==> config.mk <==
export PLATFORM = sky130hd
export DESIGN_NAME = gfs_supervisor
export DESIGN_NICKNAME = d
export VERILOG_FILES = /design/src/gfs_pkg.sv /design/src/gfs_supervisor.sv /design/src/gfs_tick.sv
export SDC_FILE = /design/constraint.sdc
export NUM_CORES = 1
export LEC_CHECK = 0
export BUFFER_PORTS_ARGS = -buffer_cell sky130_fd_sc_hd__buf_4
export CORE_UTILIZATION = 61
export CTS_CLUSTER_SIZE = 8
export DETAILED_ROUTE_END_ITERATION = 8
export MAX_ROUTING_LAYER = met4
export PLACE_DENSITY = 0.87
export SETUP_SLACK_MARGIN = 0.3
export SYNTH_ARGS = -nofsm -noshare
export SYNTH_HDL_FRONTEND = slang
export SYNTH_SLANG_ARGS = --single-unit
export TNS_END_PERCENT = 50
==> constraint.sdc <==
create_clock -name clock -period 11.05 [get_ports clock]
set_input_delay 0.5525 -clock clock [delete_from_list [all_inputs] [get_ports clock]]
set_output_delay 0.5525 -clock clock [all_outputs]
set_load 0.05 [all_outputs]
==> src/gfs_pkg.sv <==
package gfs_pkg;
  // Clock
  localparam longint unsigned CLK_HZ          = 64'd100_000_000;
  // Scroll period of the fault message, seconds
  localparam longint unsigned SCROLL_S        = 64'd30;
  localparam longint unsigned SCROLL_CYCLES   = SCROLL_S * CLK_HZ;
  // Length of one day, seconds
  localparam longint unsigned DAY_S           = 64'd86400;
  localparam longint unsigned DAY_CYCLES      = DAY_S * CLK_HZ;
  // Dwell per fault while faults are listed, seconds
  localparam longint unsigned STEP_S          = 64'd2;
  localparam longint unsigned STEP_CYCLES     = STEP_S * CLK_HZ;

  // Fault status word bit positions
  localparam int GLOBAL_BIT    = 0;
  localparam int SPAN_BIT      = 1;
  localparam int TEMP_BIT      = 2;
  localparam int LOOP_BIT      = 3;
  localparam int VOLT_BIT      = 4;
  localparam int MEM_BIT       = 5;
  localparam int PROC_BIT      = 6;
  localparam int CLEAR_BIT     = 7;
  localparam int STAB_BIT      = 8;
  localparam int RANGE_BIT     = 9;
  localparam int SENSOR_BIT    = 10;
  localparam int ZERO_BIT      = 11;
  localparam int IN_CAL_BIT    = 14;
  localparam logic [15:0] STATUS_RESET    = 16'h0000;
  // Faults that drop the loop to the fault level
  localparam logic [15:0] LOOP_KILL_MASK  = 16'h0FF8;
  // Individual fault bits (global and in-calibration excluded)
  localparam logic [15:0] FAULT_MASK      = 16'h0FFE;

  // Thresholds
  localparam logic [15:0] OVER_FS_VALUE   = 16'h0064;
  localparam logic [15:0] NEG_MIN_PCT     = 16'h0005;
  localparam logic [15:0] NEG_MAX_PCT     = 16'h000A;
  localparam logic [15:0] ZERO_FAULT_PCT  = 16'h000A;
  localparam logic [15:0] SMALL_FS_PPM    = 16'h000A;
  localparam logic [15:0] SUPPLY_MIN_MV   = 16'h2CEC;
  localparam logic [15:0] SUPPLY_MAX_MV   = 16'h6D60;
  localparam logic signed [7:0] TEMP_MIN_C = -8'sd40;
  localparam logic signed [7:0] TEMP_MAX_C = 8'sd75;
  localparam logic [15:0] REMIND_DAYS     = 16'h00B4;
  localparam logic [6:0]  LIFE_MAX        = 7'h64;
  localparam logic [6:0]  LIFE_RESET      = 7'h64;
  localparam logic [15:0] DAYS_RESET      = 16'h0000;

  typedef enum {
    LOOP_NORMAL,
    LOOP_OVER_RANGE,
    LOOP_CAL,
    LOOP_FAULT
  } gfs_loop_type;
endpackage : gfs_pkg

==> src/gfs_supervisor.sv <==
`timescale 1ns/1ps
module gfs_supervisor #(
  parameter logic [63:0] DAY_CYCLES    = gfs_pkg::DAY_CYCLES,
  parameter logic [63:0] SCROLL_CYCLES = gfs_pkg::SCROLL_CYCLES,
  parameter logic [63:0] STEP_CYCLES   = gfs_pkg::STEP_CYCLES,
  parameter logic [15:0] SENSOR_MIN    = 16'h0100,
  parameter logic [15:0] SENSOR_MAX    = 16'hF000
) (
  input  wire logic                clock,
  input  wire logic                rst_n,
  input  wire logic signed [15:0]  reading,
  input  wire logic [15:0]         full_scale,
  input  wire logic [15:0]         sensor_signal,
  input  wire logic [15:0]         supply_mv,
  input  wire logic signed [7:0]   temp_c,
  input  wire logic                zero_calibration_busy,
  input  wire logic                span_calibration_busy,
  input  wire logic                zero_calibration_ok,
  input  wire logic                span_calibration_ok,
  input  wire logic                span_range_fail,
  input  wire logic                span_stability_fail,
  input  wire logic                span_clearing_fail,
  input  wire logic [6:0]          life_estimate,
  input  wire logic                runtime_error,
  input  wire logic                nv_save_fail,
  input  wire logic                nv_save_ok,
  input  wire logic                loop_broken,
  input  wire logic                magnet_switch_down,
  input  wire logic                magnet_switch_up,
  output logic [15:0]              status_word,
  output logic [1:0]               loop_code,
  output logic [15:0]              disp_value,
  output logic                     disp_flash,
  output logic                     disp_negative,
  output logic                     disp_asterisk,
  output logic [6:0]               sensor_life,
  output logic [15:0]              days_since_span,
  output logic                     fault_msg_pulse,
  output logic                     show_fault_valid,
  output logic [3:0]               show_fault_index
);
  // Measurement decode
  wire        is_neg      = reading < 16'sd0;
  wire [15:0] mag         = is_neg ? 16'(-reading) : 16'(reading);
  wire [31:0] mag_x100    = 32'(mag) * 32'd100;
  wire [31:0] fs_x_min    = 32'(full_scale) * 32'(gfs_pkg::NEG_MIN_PCT);
  wire [31:0] fs_x_max    = 32'(full_scale) * 32'(gfs_pkg::NEG_MAX_PCT);
  wire [31:0] fs_x_zero   = 32'(full_scale) * 32'(gfs_pkg::ZERO_FAULT_PCT);
  wire        over_range  = !is_neg && (mag > full_scale);
  wire        neg_shown   = is_neg && (mag_x100 >= fs_x_min);
  wire        neg_clamped = is_neg && (mag_x100 > fs_x_max);
  wire [15:0] neg_limit   = 16'(fs_x_max / 32'd100);
  wire        zero_low    = is_neg && (mag_x100 > fs_x_zero);
  wire        in_cal      = zero_calibration_busy || span_calibration_busy;

  // Condition decode
  wire sensor_bad = (sensor_signal < SENSOR_MIN) || (sensor_signal > SENSOR_MAX);
  wire volt_bad   = (supply_mv < gfs_pkg::SUPPLY_MIN_MV) || (supply_mv > gfs_pkg::SUPPLY_MAX_MV);
  wire temp_bad   = (temp_c < gfs_pkg::TEMP_MIN_C) || (temp_c > gfs_pkg::TEMP_MAX_C);
  wire remind_due = days_since_span >= gfs_pkg::REMIND_DAYS;

  // Latched faults
  logic zero_reg, range_reg, stab_reg, clear_reg, mem_reg;
  logic zero_next, range_next, stab_next, clear_next, mem_next;
  assign zero_next  = zero_low || (zero_reg && !zero_calibration_ok);
  assign range_next = span_range_fail || (range_reg && !span_calibration_ok);
  assign stab_next  = span_stability_fail || (stab_reg && !span_calibration_ok);
  assign clear_next = span_clearing_fail || (clear_reg && !span_calibration_ok);
  assign mem_next   = nv_save_fail || (mem_reg && !nv_save_ok);

  // Status word assembly
  logic [15:0] faults;
  always_comb begin
    faults = 16'h0000;
    faults[gfs_pkg::SPAN_BIT]   = remind_due;
    faults[gfs_pkg::TEMP_BIT]   = temp_bad;
    faults[gfs_pkg::LOOP_BIT]   = loop_broken;
    faults[gfs_pkg::VOLT_BIT]   = volt_bad;
    faults[gfs_pkg::MEM_BIT]    = mem_reg;
    faults[gfs_pkg::PROC_BIT]   = runtime_error;
    faults[gfs_pkg::CLEAR_BIT]  = clear_reg;
    faults[gfs_pkg::STAB_BIT]   = stab_reg;
    faults[gfs_pkg::RANGE_BIT]  = range_reg;
    faults[gfs_pkg::SENSOR_BIT] = sensor_bad;
    faults[gfs_pkg::ZERO_BIT]   = zero_reg;
  end
  wire any_fault = |(faults & gfs_pkg::FAULT_MASK);
  wire kill_loop = |(faults & gfs_pkg::LOOP_KILL_MASK);
  logic [15:0] status_next;
  always_comb begin
    status_next = faults;
    status_next[gfs_pkg::GLOBAL_BIT] = any_fault;
    status_next[gfs_pkg::IN_CAL_BIT] = in_cal;
  end

  // Loop output selection
  gfs_pkg::gfs_loop_type loop_sel;
  assign loop_sel = kill_loop  ? gfs_pkg::LOOP_FAULT :
                    in_cal     ? gfs_pkg::LOOP_CAL :
                    over_range ? gfs_pkg::LOOP_OVER_RANGE :
                                 gfs_pkg::LOOP_NORMAL;

  // Display selection
  wire [15:0] disp_next = over_range  ? gfs_pkg::OVER_FS_VALUE :
                          neg_clamped ? neg_limit :
                          neg_shown   ? mag :
                          is_neg      ? 16'h0000 : mag;
  wire asterisk_next = neg_shown && (full_scale < gfs_pkg::SMALL_FS_PPM);

  // Sensor life
  wire [6:0] life_next = span_calibration_ok
                       ? ((life_estimate > gfs_pkg::LIFE_MAX) ? gfs_pkg::LIFE_MAX
                                                              : life_estimate)
                       : sensor_life;

  // Day counting
  logic day_tick;
  gfs_tick #(
    .WIDTH  (64),
    .PERIOD (DAY_CYCLES)
  ) u_day (
    .clock (clock),
    .rst_n (rst_n),
    .run   (!span_calibration_ok),
    .tick  (day_tick)
  );
  wire [15:0] days_next = span_calibration_ok ? gfs_pkg::DAYS_RESET :
                          (day_tick && days_since_span != 16'hFFFF)
                          ? days_since_span + 16'h0001 : days_since_span;

  // Fault message scrolling
  wire listing = show_fault_valid;
  logic scroll_tick;
  gfs_tick #(
    .WIDTH  (64),
    .PERIOD (SCROLL_CYCLES)
  ) u_scroll (
    .clock (clock),
    .rst_n (rst_n),
    .run   (any_fault && !in_cal && !listing),
    .tick  (scroll_tick)
  );

  // Fault listing on magnet swipe
  logic        mag_prev_reg;
  logic [15:0] pend_reg;
  logic [15:0] pend_next;
  logic        step_tick;
  wire magnet     = magnet_switch_down || magnet_switch_up;
  wire swipe      = magnet && !mag_prev_reg;
  wire msg_active = any_fault && !in_cal;
  wire start_list = swipe && msg_active && !listing;

  gfs_tick #(
    .WIDTH  (64),
    .PERIOD (STEP_CYCLES)
  ) u_step (
    .clock (clock),
    .rst_n (rst_n),
    .run   (listing),
    .tick  (step_tick)
  );

  function automatic logic [3:0] low_index(input logic [15:0] v);
    logic [3:0] idx;
    idx = 4'h0;
    for (int i = 15; i >= 0; i--) begin
      if (v[i]) begin
        idx = 4'(i);
      end
    end
    return idx;
  endfunction : low_index

  wire [15:0] pend_src  = start_list ? (faults & gfs_pkg::FAULT_MASK) : pend_reg;
  wire        advance   = start_list || (listing && step_tick);
  wire [3:0]  next_idx  = low_index(pend_src);
  wire        have_next = |pend_src;
  assign pend_next = advance ? (pend_src & ~(16'h0001 << next_idx)) : pend_reg;
  wire        valid_next = advance ? have_next : show_fault_valid;
  wire [3:0]  index_next = (advance && have_next) ? next_idx : show_fault_index;

  // Latched fault flags
  always_ff @(posedge clock) begin
    if (!rst_n) begin
      zero_reg  <= 1'b0;
      range_reg <= 1'b0;
      stab_reg  <= 1'b0;
      clear_reg <= 1'b0;
      mem_reg   <= 1'b0;
    end else begin
      zero_reg  <= zero_next;
      range_reg <= range_next;
      stab_reg  <= stab_next;
      clear_reg <= clear_next;
      mem_reg   <= mem_next;
    end
  end

  // Status word and loop code
  always_ff @(posedge clock) begin
    if (!rst_n) begin
      status_word <= gfs_pkg::STATUS_RESET;
      loop_code   <= 2'(gfs_pkg::LOOP_NORMAL);
    end else begin
      status_word <= status_next;
      loop_code   <= 2'(loop_sel);
    end
  end

  // Display outputs
  always_ff @(posedge clock) begin
    if (!rst_n) begin
      disp_value    <= 16'h0000;
      disp_flash    <= 1'b0;
      disp_negative <= 1'b0;
      disp_asterisk <= 1'b0;
    end else begin
      disp_value    <= disp_next;
      disp_flash    <= over_range;
      disp_negative <= neg_shown && !over_range;
      disp_asterisk <= asterisk_next;
    end
  end

  // Sensor life and day count
  always_ff @(posedge clock) begin
    if (!rst_n) begin
      sensor_life     <= gfs_pkg::LIFE_RESET;
      days_since_span <= gfs_pkg::DAYS_RESET;
    end else begin
      sensor_life     <= life_next;
      days_since_span <= days_next;
    end
  end

  // Scroll pulse and fault listing
  always_ff @(posedge clock) begin
    if (!rst_n) begin
      fault_msg_pulse  <= 1'b0;
      mag_prev_reg     <= 1'b0;
      pend_reg         <= 16'h0000;
      show_fault_valid <= 1'b0;
      show_fault_index <= 4'h0;
    end else begin
      fault_msg_pulse  <= scroll_tick;
      mag_prev_reg     <= magnet;
      pend_reg         <= pend_next;
      show_fault_valid <= valid_next;
      show_fault_index <= index_next;
    end
  end
endmodule : gfs_supervisor

==> src/gfs_tick.sv <==
`timescale 1ns/1ps
module gfs_tick #(
  parameter int              WIDTH  = 64,
  parameter logic [63:0]     PERIOD = 64'h0000_0000_0000_0010
) (
  input  wire logic clock,
  input  wire logic rst_n,
  input  wire logic run,
  output logic      tick
);
  logic [WIDTH-1:0] count_reg;
  logic [WIDTH-1:0] count_next;
  wire              at_end = (count_reg == WIDTH'(PERIOD - 64'd1));

  // Restarts from zero whenever run drops
  assign count_next = (!run || at_end) ? '0 : count_reg + WIDTH'(1);

  always_ff @(posedge clock) begin
    if (!rst_n) begin
      count_reg <= '0;
      tick      <= 1'b0;
    end else begin
      count_reg <= count_next;
      tick      <= run && at_end;
    end
  end
endmodule : gfs_tick

==> Implementation_results.wiki, run 1 <==
{| class="wikitable"
! Metric !! Value
|-
| Total of max-cap violations || 0
|-
| Maximum buffer depth of the clock tree || 3
|-
| Number of global-route vias before repair || 17.6k
|-
| Net total in the final layout || 2733
|-
| Yosys top cell by area || dfxtp_1
|-
| Peak per-stage delay on the critical path || 0.45 ns
|-
| Post-synthesis sequential area ratio || 30.0%
|-
| Post-synthesis share of cell area spent on and, or, nand and nor gates || 24.8%
|-
| Number of buffers created by CTS || 41
|-
| Achievable clock frequency || 97.3 MHz
|-
| Fraction of layout instances using a drive strength above 1 || 12.3%
|-
| Commonest register cell after synthesis || dfxtp_1
|-
| Width of the die || 177 microns
|-
| Total grt overflow || 0
|-
| Setup repair after global routing missed its margin || false
|-
| TritonCTS clock tree || yes
|-
| Combinational family with the most area after synthesis || simple AND/OR/NAND/NOR gates
|-
| Global router's overall resource usage || 32.9%
|-
| Area added between synthesis and finish || 14.9%
|-
| Multiplexer share of the synthesized area || 1.45%
|-
| Post-route design area || 0.0215 sq mm
|-
| Type of origin of the critical path || input port
|-
| Arrival time of data at the critical path endpoint || 10.68 ns
|-
| Worst-path maximum fanout || 13
|-
| Placed inst area || 0.0203 sq mm
|-
| Synth unique cells || 110
|-
| Synth Cell Area || 0.0187 sq mm
|-
| Count of boundary I/O pins || 160
|-
| Root Buffer Master || clkbuf_16
|-
| Max H-tree Level || 2
|-
| Final worst path period need || 10.27 ns
|-
| Clk Latency, worst-skew pair || 0.54 ns
|-
| Number of warnings printed during yosys synthesis || 0
|-
| Async set-reset flop share out of synthesis || 0%
|-
| Area of the die || 0.0314 sq mm
|-
| Final setup violation count || 0
|-
| Number of flops mapped to enable cells by yosys || 0
|-
| Max-slew headroom at the worst pin || 18.9%
|-
| Critical path data required time || 11.45 ns
|-
| Worst-margin pin slew || 1.21 ns
|-
| Clock tree skew after final layout || 0.0169 ns
|-
| Number of rows in the core area || 63
|-
| Number of detailed-routing iterations run before antenna repair || 9
|-
| Number of instances in the synthesized netlist || 2336
|-
| GRT met2 Usage || 56.0%
|-
| Die Y || 177 microns
|-
| Run status || complete, no violations
|-
| Initial cell density of the core || 62.6%
|-
| Crit path kind || in2reg
|-
| Compound-gate portion of the synthesized area || 17.8%
|-
| Synth Area in Adders || 10.5%
|-
| Antenna violations before repair || 0
|-
| Residual DRC || 0
|-
| Global-route met3 utilization || 4.12%
|-
| Gr busiest metal || met2
|-
| Average instance area after synthesis || 8.00 sq um
|-
| Xor and xnor fraction of the mapped netlist area || 11.4%
|-
| PortBufs || 154
|-
| Clock sink count || 280
|-
| Yosys reg bits || 280
|-
| Final number of max-transition violations || 0
|-
| Detail Placement HPWL || 36.7 mm
|-
| Met1 Use GR || 38.7%
|-
| Drt first-iter violations || 1527
|-
| Share of the cycle needed by the critical path after routing || 93.0%
|-
| Clock edge transition at the registers on the reported setup and hold paths || 0.06 ns
|-
| Wire length of the first global-routing pass || 82.7 mm
|-
| Pin count of the biggest net entering global routing || 62
|-
| Post-synth top area share || 30.0%
|-
| Antenna-violating nets left || 0
|-
| Routed wire length || 51.2 mm
|-
| Via count || 18.1k
|-
| Top library cells by usage in the layout, fill and taps aside || 335 x nor2_1, 280 x dfxtp_1, 181 x buf_4
|-
| Worst min-delay path category || in2reg
|-
| Routed wire length per instance || 17.7 microns
|-
| Standard cell with the maximum stage delay on the critical path || o311a_1
|-
| Register-to-register path setup slack || 5.37 ns
|-
| Final Wtd Congestion || 0.974
|-
| Count of endpoints failing hold in the final timing report || 0
|-
| Post-Route Setup TNS || 0 ns
|-
| Area of the core || 0.0299 sq mm
|-
| Final antenna diode count || 0
|-
| Area contributors post-synth || dfxtp_1 30%, ha_1 8.8%, nor2_1 6.7%, xor2_1 6.2%, xnor2_1 4.9%
|-
| Commonest non-fill, non-tap cell in the layout || nor2_1
|-
| Detailed-route vias per instance || 6.27
|-
| Nature of the critical path endpoint || flip-flop
|}
-- critical path, delay by kind of cell --
family	cells	cell delay, ns
AO/OA/AOI/OAI	21	5.85
AND/OR/NAND/NOR	4	1.14
adder cells (fa/ha/maj)	3	0.95
multiplexers	2	0.84
XOR/XNOR	4	0.76
buffers and inverters	3	0.54
-- repair_timing --
item | CTS | global route
buffers inserted | 0 | 5
endpoints found under the setup margin | 0 | 3
resized for setup | 0 | 13
hold buffers | 0 | 0
-- routing by layer --
metal	vias up	part of all wire [%]
met4	0	4.1
met2	765	48
met3	184	6.7
met1	8563	41
li1	8618	-
met5	-	0
-- area by class of cell --
cell class | count | area (sq um)
multi-input cells | 1860 | 12400
fillers | 2191 | 8390
flip-flops and latches | 280 | 5610
repair buffers | 181 | 1360
clock buffers | 43 | 1060
inverters | 132 | 497
well taps | 390 | 488
clock inverters | 4 | 48.8
-- logic make-up after synthesis --
family | count (synthesis)
AOI/OAI and AO/OA | 478
muxes | 24
buffers and inverters | 198
xor gates and xnor gates | 239
DFF | 280
and+or+nand+nor | 965
other | 1
adders and majority gates | 151
-- worst paths after layout --
kind                            depth (start not counted)                       startpoint                          to
worst max register to register                         22  days_since_span[2]$_SDFFE_PP0P_    pend_reg[9]$_SDFFE_PN0N_
worst min-delay path                                    3                  span_range_fail        range_reg$_SDFF_PN0_
worst max-delay path                                   37                    full_scale[1]    disp_value[1]$_SDFF_PP0_
worst min register to register                          1         u_scroll.tick$_SDFF_PN0_  fault_msg_pulse$_SDFF_PN0_
-- per-stage QoR --
stage               worst slack [ns]  utilization, %  std cells  hold WS [ns]
finish                         0.776            71.9       2890         0.245
global placement               0.470            67.8       2838         0.415
detailed placement             0.277            67.8       2838         0.429
CTS                            0.755            71.5       2885         0.227
global route                   0.302            71.9       2890         0.243
floorplan                       1.26               -       2338         0.412
-- cells in the mapped netlist (14+ instances only) --
| master | count |
|---|---|
| dfxtp_1 | 280 |
| o21ai_0 | 91 |
| and3_1 | 47 |
| nand4_1 | 51 |
| nand2_1 | 170 |
| xor2_1 | 132 |
| o211ai_1 | 20 |
| a21oi_1 | 135 |
| ha_1 | 131 |
| inv_1 | 126 |
| a31oi_1 | 20 |
| nand3_1 | 111 |
| a21o_1 | 23 |
| and2_1 | 28 |
| clkbuf_1 | 56 |
| o31ai_1 | 14 |
| mux2i_1 | 14 |
| o21a_1 | 15 |
| nor2_1 | 335 |
| xnor2_1 | 104 |
| or3_1 | 42 |
| nor4_1 | 50 |
| nor3_1 | 62 |
Power of run 1 is left out: the tool's default activity adds up to more than one toggle a clock period on the data nets, which glitch-free logic cannot reach.
==> inputs of run 2 (changes only) <==
--- a/config.mk
+++ b/config.mk
@@ -6,6 +6,7 @@
 export NUM_CORES = 1
 export LEC_CHECK = 0
 export BUFFER_PORTS_ARGS = -buffer_cell sky130_fd_sc_hd__buf_4
+export CORE_ASPECT_RATIO = 0.7
 export CORE_UTILIZATION = 61
 export CTS_CLUSTER_SIZE = 8
 export DETAILED_ROUTE_END_ITERATION = 8
==> Implementation_results.wiki, run 2 (synthesized netlist as in run 1, its figures left out) <==
{| class="wikitable"
! Metric !! Value
|-
| Area of the die || 0.0314 sq mm (about the same)
|-
| Wire length of the first global-routing pass || 83.1 mm (was 82.7 mm)
|-
| Die Y || 148 microns (was 177 microns)
|-
| Total of max-cap violations || 0 (unchanged)
|-
| Detailed-route vias per instance || 6.15 (was 6.27)
|-
| Family of cells with the greatest summed delay on the critical path || compound AO/OA/AOI/OAI gates (unchanged)
|-
| Detail Placement HPWL || 38.0 mm (was 36.7 mm)
|-
| Antenna-violating nets left || 0 (unchanged)
|-
| Launching instance or port of the critical path || full_scale[1] (unchanged)
|-
| Top library cells by usage in the layout, fill and taps aside || 334 x nor2_1, 280 x dfxtp_1, 177 x buf_4 (was 335 x nor2_1, 280 x dfxtp_1, 181 x buf_4)
|-
| Crit path buf inv count || 2 (was 3)
|-
| Area of the core || 0.0301 sq mm (was 0.0299 sq mm)
|-
| Clock sink count || 280 (unchanged)
|-
| Initial cell density of the core || 62.1% (was 62.6%)
|-
| Critical path data required time || 11.53 ns (was 11.45 ns)
|-
| Setup repair after global routing missed its margin || false (unchanged)
|-
| Total grt overflow || 0 (unchanged)
|-
| Number of detailed-routing iterations run before antenna repair || 6 (was 9)
|-
| Net total in the final layout || 2729 (was 2733)
|-
| Global router's overall resource usage || 33.2% (was 32.9%)
|-
| Final number of max-transition violations || 0 (unchanged)
|-
| Width of the die || 211 microns (was 177 microns)
|-
| Crit path kind || in2reg (unchanged)
|-
| PortBufs || 154 (unchanged)
|-
| Most common cell type on the critical path || xnor2_1
|-
| Count of boundary I/O pins || 160 (unchanged)
|-
| Run status || complete, no violations (unchanged)
|-
| Beginning of the worst register-to-register path || days_since_span[2]$_SDFFE_PP0P_ (unchanged)
|-
| Number of cells traversed by the worst hold path || 3 (unchanged)
|-
| Count of endpoints failing hold in the final timing report || 0 (unchanged)
|-
| Filler cell count in the final layout || 2304 (was 2191)
|-
| Antenna violations before repair || 1 (was 0)
|-
| Achievable clock frequency || 97.7 MHz (was 97.3 MHz)
|-
| Max-slew headroom at the worst pin || 25.8% (was 18.9%)
|-
| Max H-tree Level || 2 (unchanged)
|-
| Peak per-stage delay on the critical path || 0.43 ns (was 0.45 ns)
|-
| Commonest non-fill, non-tap cell in the layout || nor2_1 (unchanged)
|-
| Clk Latency, worst-skew pair || 0.54 ns (about the same)
|-
| Area added between synthesis and finish || 14.7% (was 14.9%)
|-
| Fraction of layout instances using a drive strength above 1 || 12.1% (was 12.3%)
|-
| Root Buffer Master || clkbuf_16 (unchanged)
|-
| Final hold slack || 0.222 ns (was 0.245 ns)
|-
| Routed wire length || 51.4 mm (was 51.2 mm)
|-
| Arrival time of data at the critical path endpoint || 10.71 ns (was 10.68 ns)
|-
| Number of global-route vias before repair || 17.0k (was 17.6k)
|-
| TritonCTS clock tree || yes (unchanged)
|-
| Final setup violation count || 0 (unchanged)
|-
| Pin count of the biggest net entering global routing || 65 (was 62)
|-
| Number of rows in the core area || 53 (was 63)
|-
| Levels on crit path || 37 (unchanged)
|-
| Residual DRC || 0 (unchanged)
|-
| Worst-path maximum fanout || 13 (unchanged)
|-
| Nature of the critical path endpoint || flip-flop (unchanged)
|-
| Number of buffers created by CTS || 41 (unchanged)
|-
| Drt first-iter violations || 1699 (was 1527)
|-
| Maximum buffer depth of the clock tree || 3 (unchanged)
|-
| Routed wire length per instance || 17.7 microns (about the same)
|-
| Worst min-delay path category || in2reg (unchanged)
|-
| Clock tree skew after final layout || 0.0172 ns (was 0.0169 ns)
|-
| Share of the cycle needed by the critical path after routing || 92.6% (was 93.0%)
|-
| Post-Route Setup TNS || 0 ns (unchanged)
|-
| Final worst path period need || 10.23 ns (was 10.27 ns)
|-
| Placed inst area || 0.0203 sq mm (about the same)
|-
| Startpoint of the most critical hold path || span_range_fail (unchanged)
|-
| Post-route design area || 0.0214 sq mm (was 0.0215 sq mm)
|-
| Clock edge transition at the registers on the reported setup and hold paths || 0.06 ns (about the same)
|-
| Final Wtd Congestion || 0.977 (was 0.974)
|-
| Worst-margin pin slew || 1.11 ns (was 1.21 ns)
|-
| R2r worst-path depth || 22 (unchanged)
|-
| Post-CTS Hold Buffers || 0 (unchanged)
|-
| Type of origin of the critical path || input port (unchanged)
|-
| Standard cell with the maximum stage delay on the critical path || o311a_1 (unchanged)
|-
| Via count || 17.9k (was 18.1k)
|}
## run 2: changes by cell type in the layout (fill, tap and decap cells not counted), sizes merged
cell,delta
buf,-4
diode,+2
clkinv,-1
## run 2: routing by layer
layer	GRT usage, %	share of wire (%)	vias to the layer above
met5	-	0	-
met4	9.38	2.2	0
met3	6.97	9.0	101
met2	52.5	45	712
met1	42.8	43	8467
li1	-	-	8616
## run 2: worst reg2reg max path, stage by stage, from the launching register on
cell and delay (ns):
dfxtp_1 0.46, o211a_1 0.20, o21ai_0 0.10, nand3_1 0.20
nor3_1 0.11, nor4_1 0.55, and2_1 0.75, mux2i_1 0.46
a2111oi_0 0.17, a21oi_1 0.27, a21oi_1 0.11, nor2_1 0.13
nor3_1 0.06, nor3_1 0.24, nor2_1 0.07, nor3_1 0.14
nor2_1 0.13, a21oi_1 0.17, nor2_1 0.05, a21oi_1 0.24
nand2_1 0.22, o311ai_0 0.38, a21oi_1 0.11
## run 2: metrics by stage
step,setup WS (ns),cells,utilization [%]
floorplan,1.26,2338,-
global placement,0.402,2858,67.3
detailed placement,0.0919,2858,67.3
CTS,0.623,2904,71.0
global route,0.231,2908,71.2
finish,0.820,2909,71.2
## run 2: worst paths after layout
path	to	slack [ns]
worst min-delay path	range_reg$_SDFF_PN0_	0.22
worst min register to register	fault_msg_pulse$_SDFF_PN0_	0.44
worst max-delay path	disp_value[0]$_SDFF_PP0_	0.82
worst max register to register	pend_reg[9]$_SDFFE_PN0N_	5.59
## run 2: area by class of cell
class | count | area, sq um | share of cell area, %
clock buffer | 43 | 1060 | 4.96
tap | 412 | 515 | 2.40
timing repair buffer | 177 | 1330 | 6.20
inverter | 132 | 497 | 2.32
clock inverter | 3 | 47.5 | 0.222
sequential | 280 | 5610 | 26.1
antenna | 2 | 5.00 | 0.0233
multi-input combinational | 1860 | 12400 | 57.7
## run 2: repair_timing
item	in CTS	in global routing
setup endpoints to repair	0	3
buffers inserted	0	3
gates resized for setup	0	10
Power of run 2 is left out for the same reason.
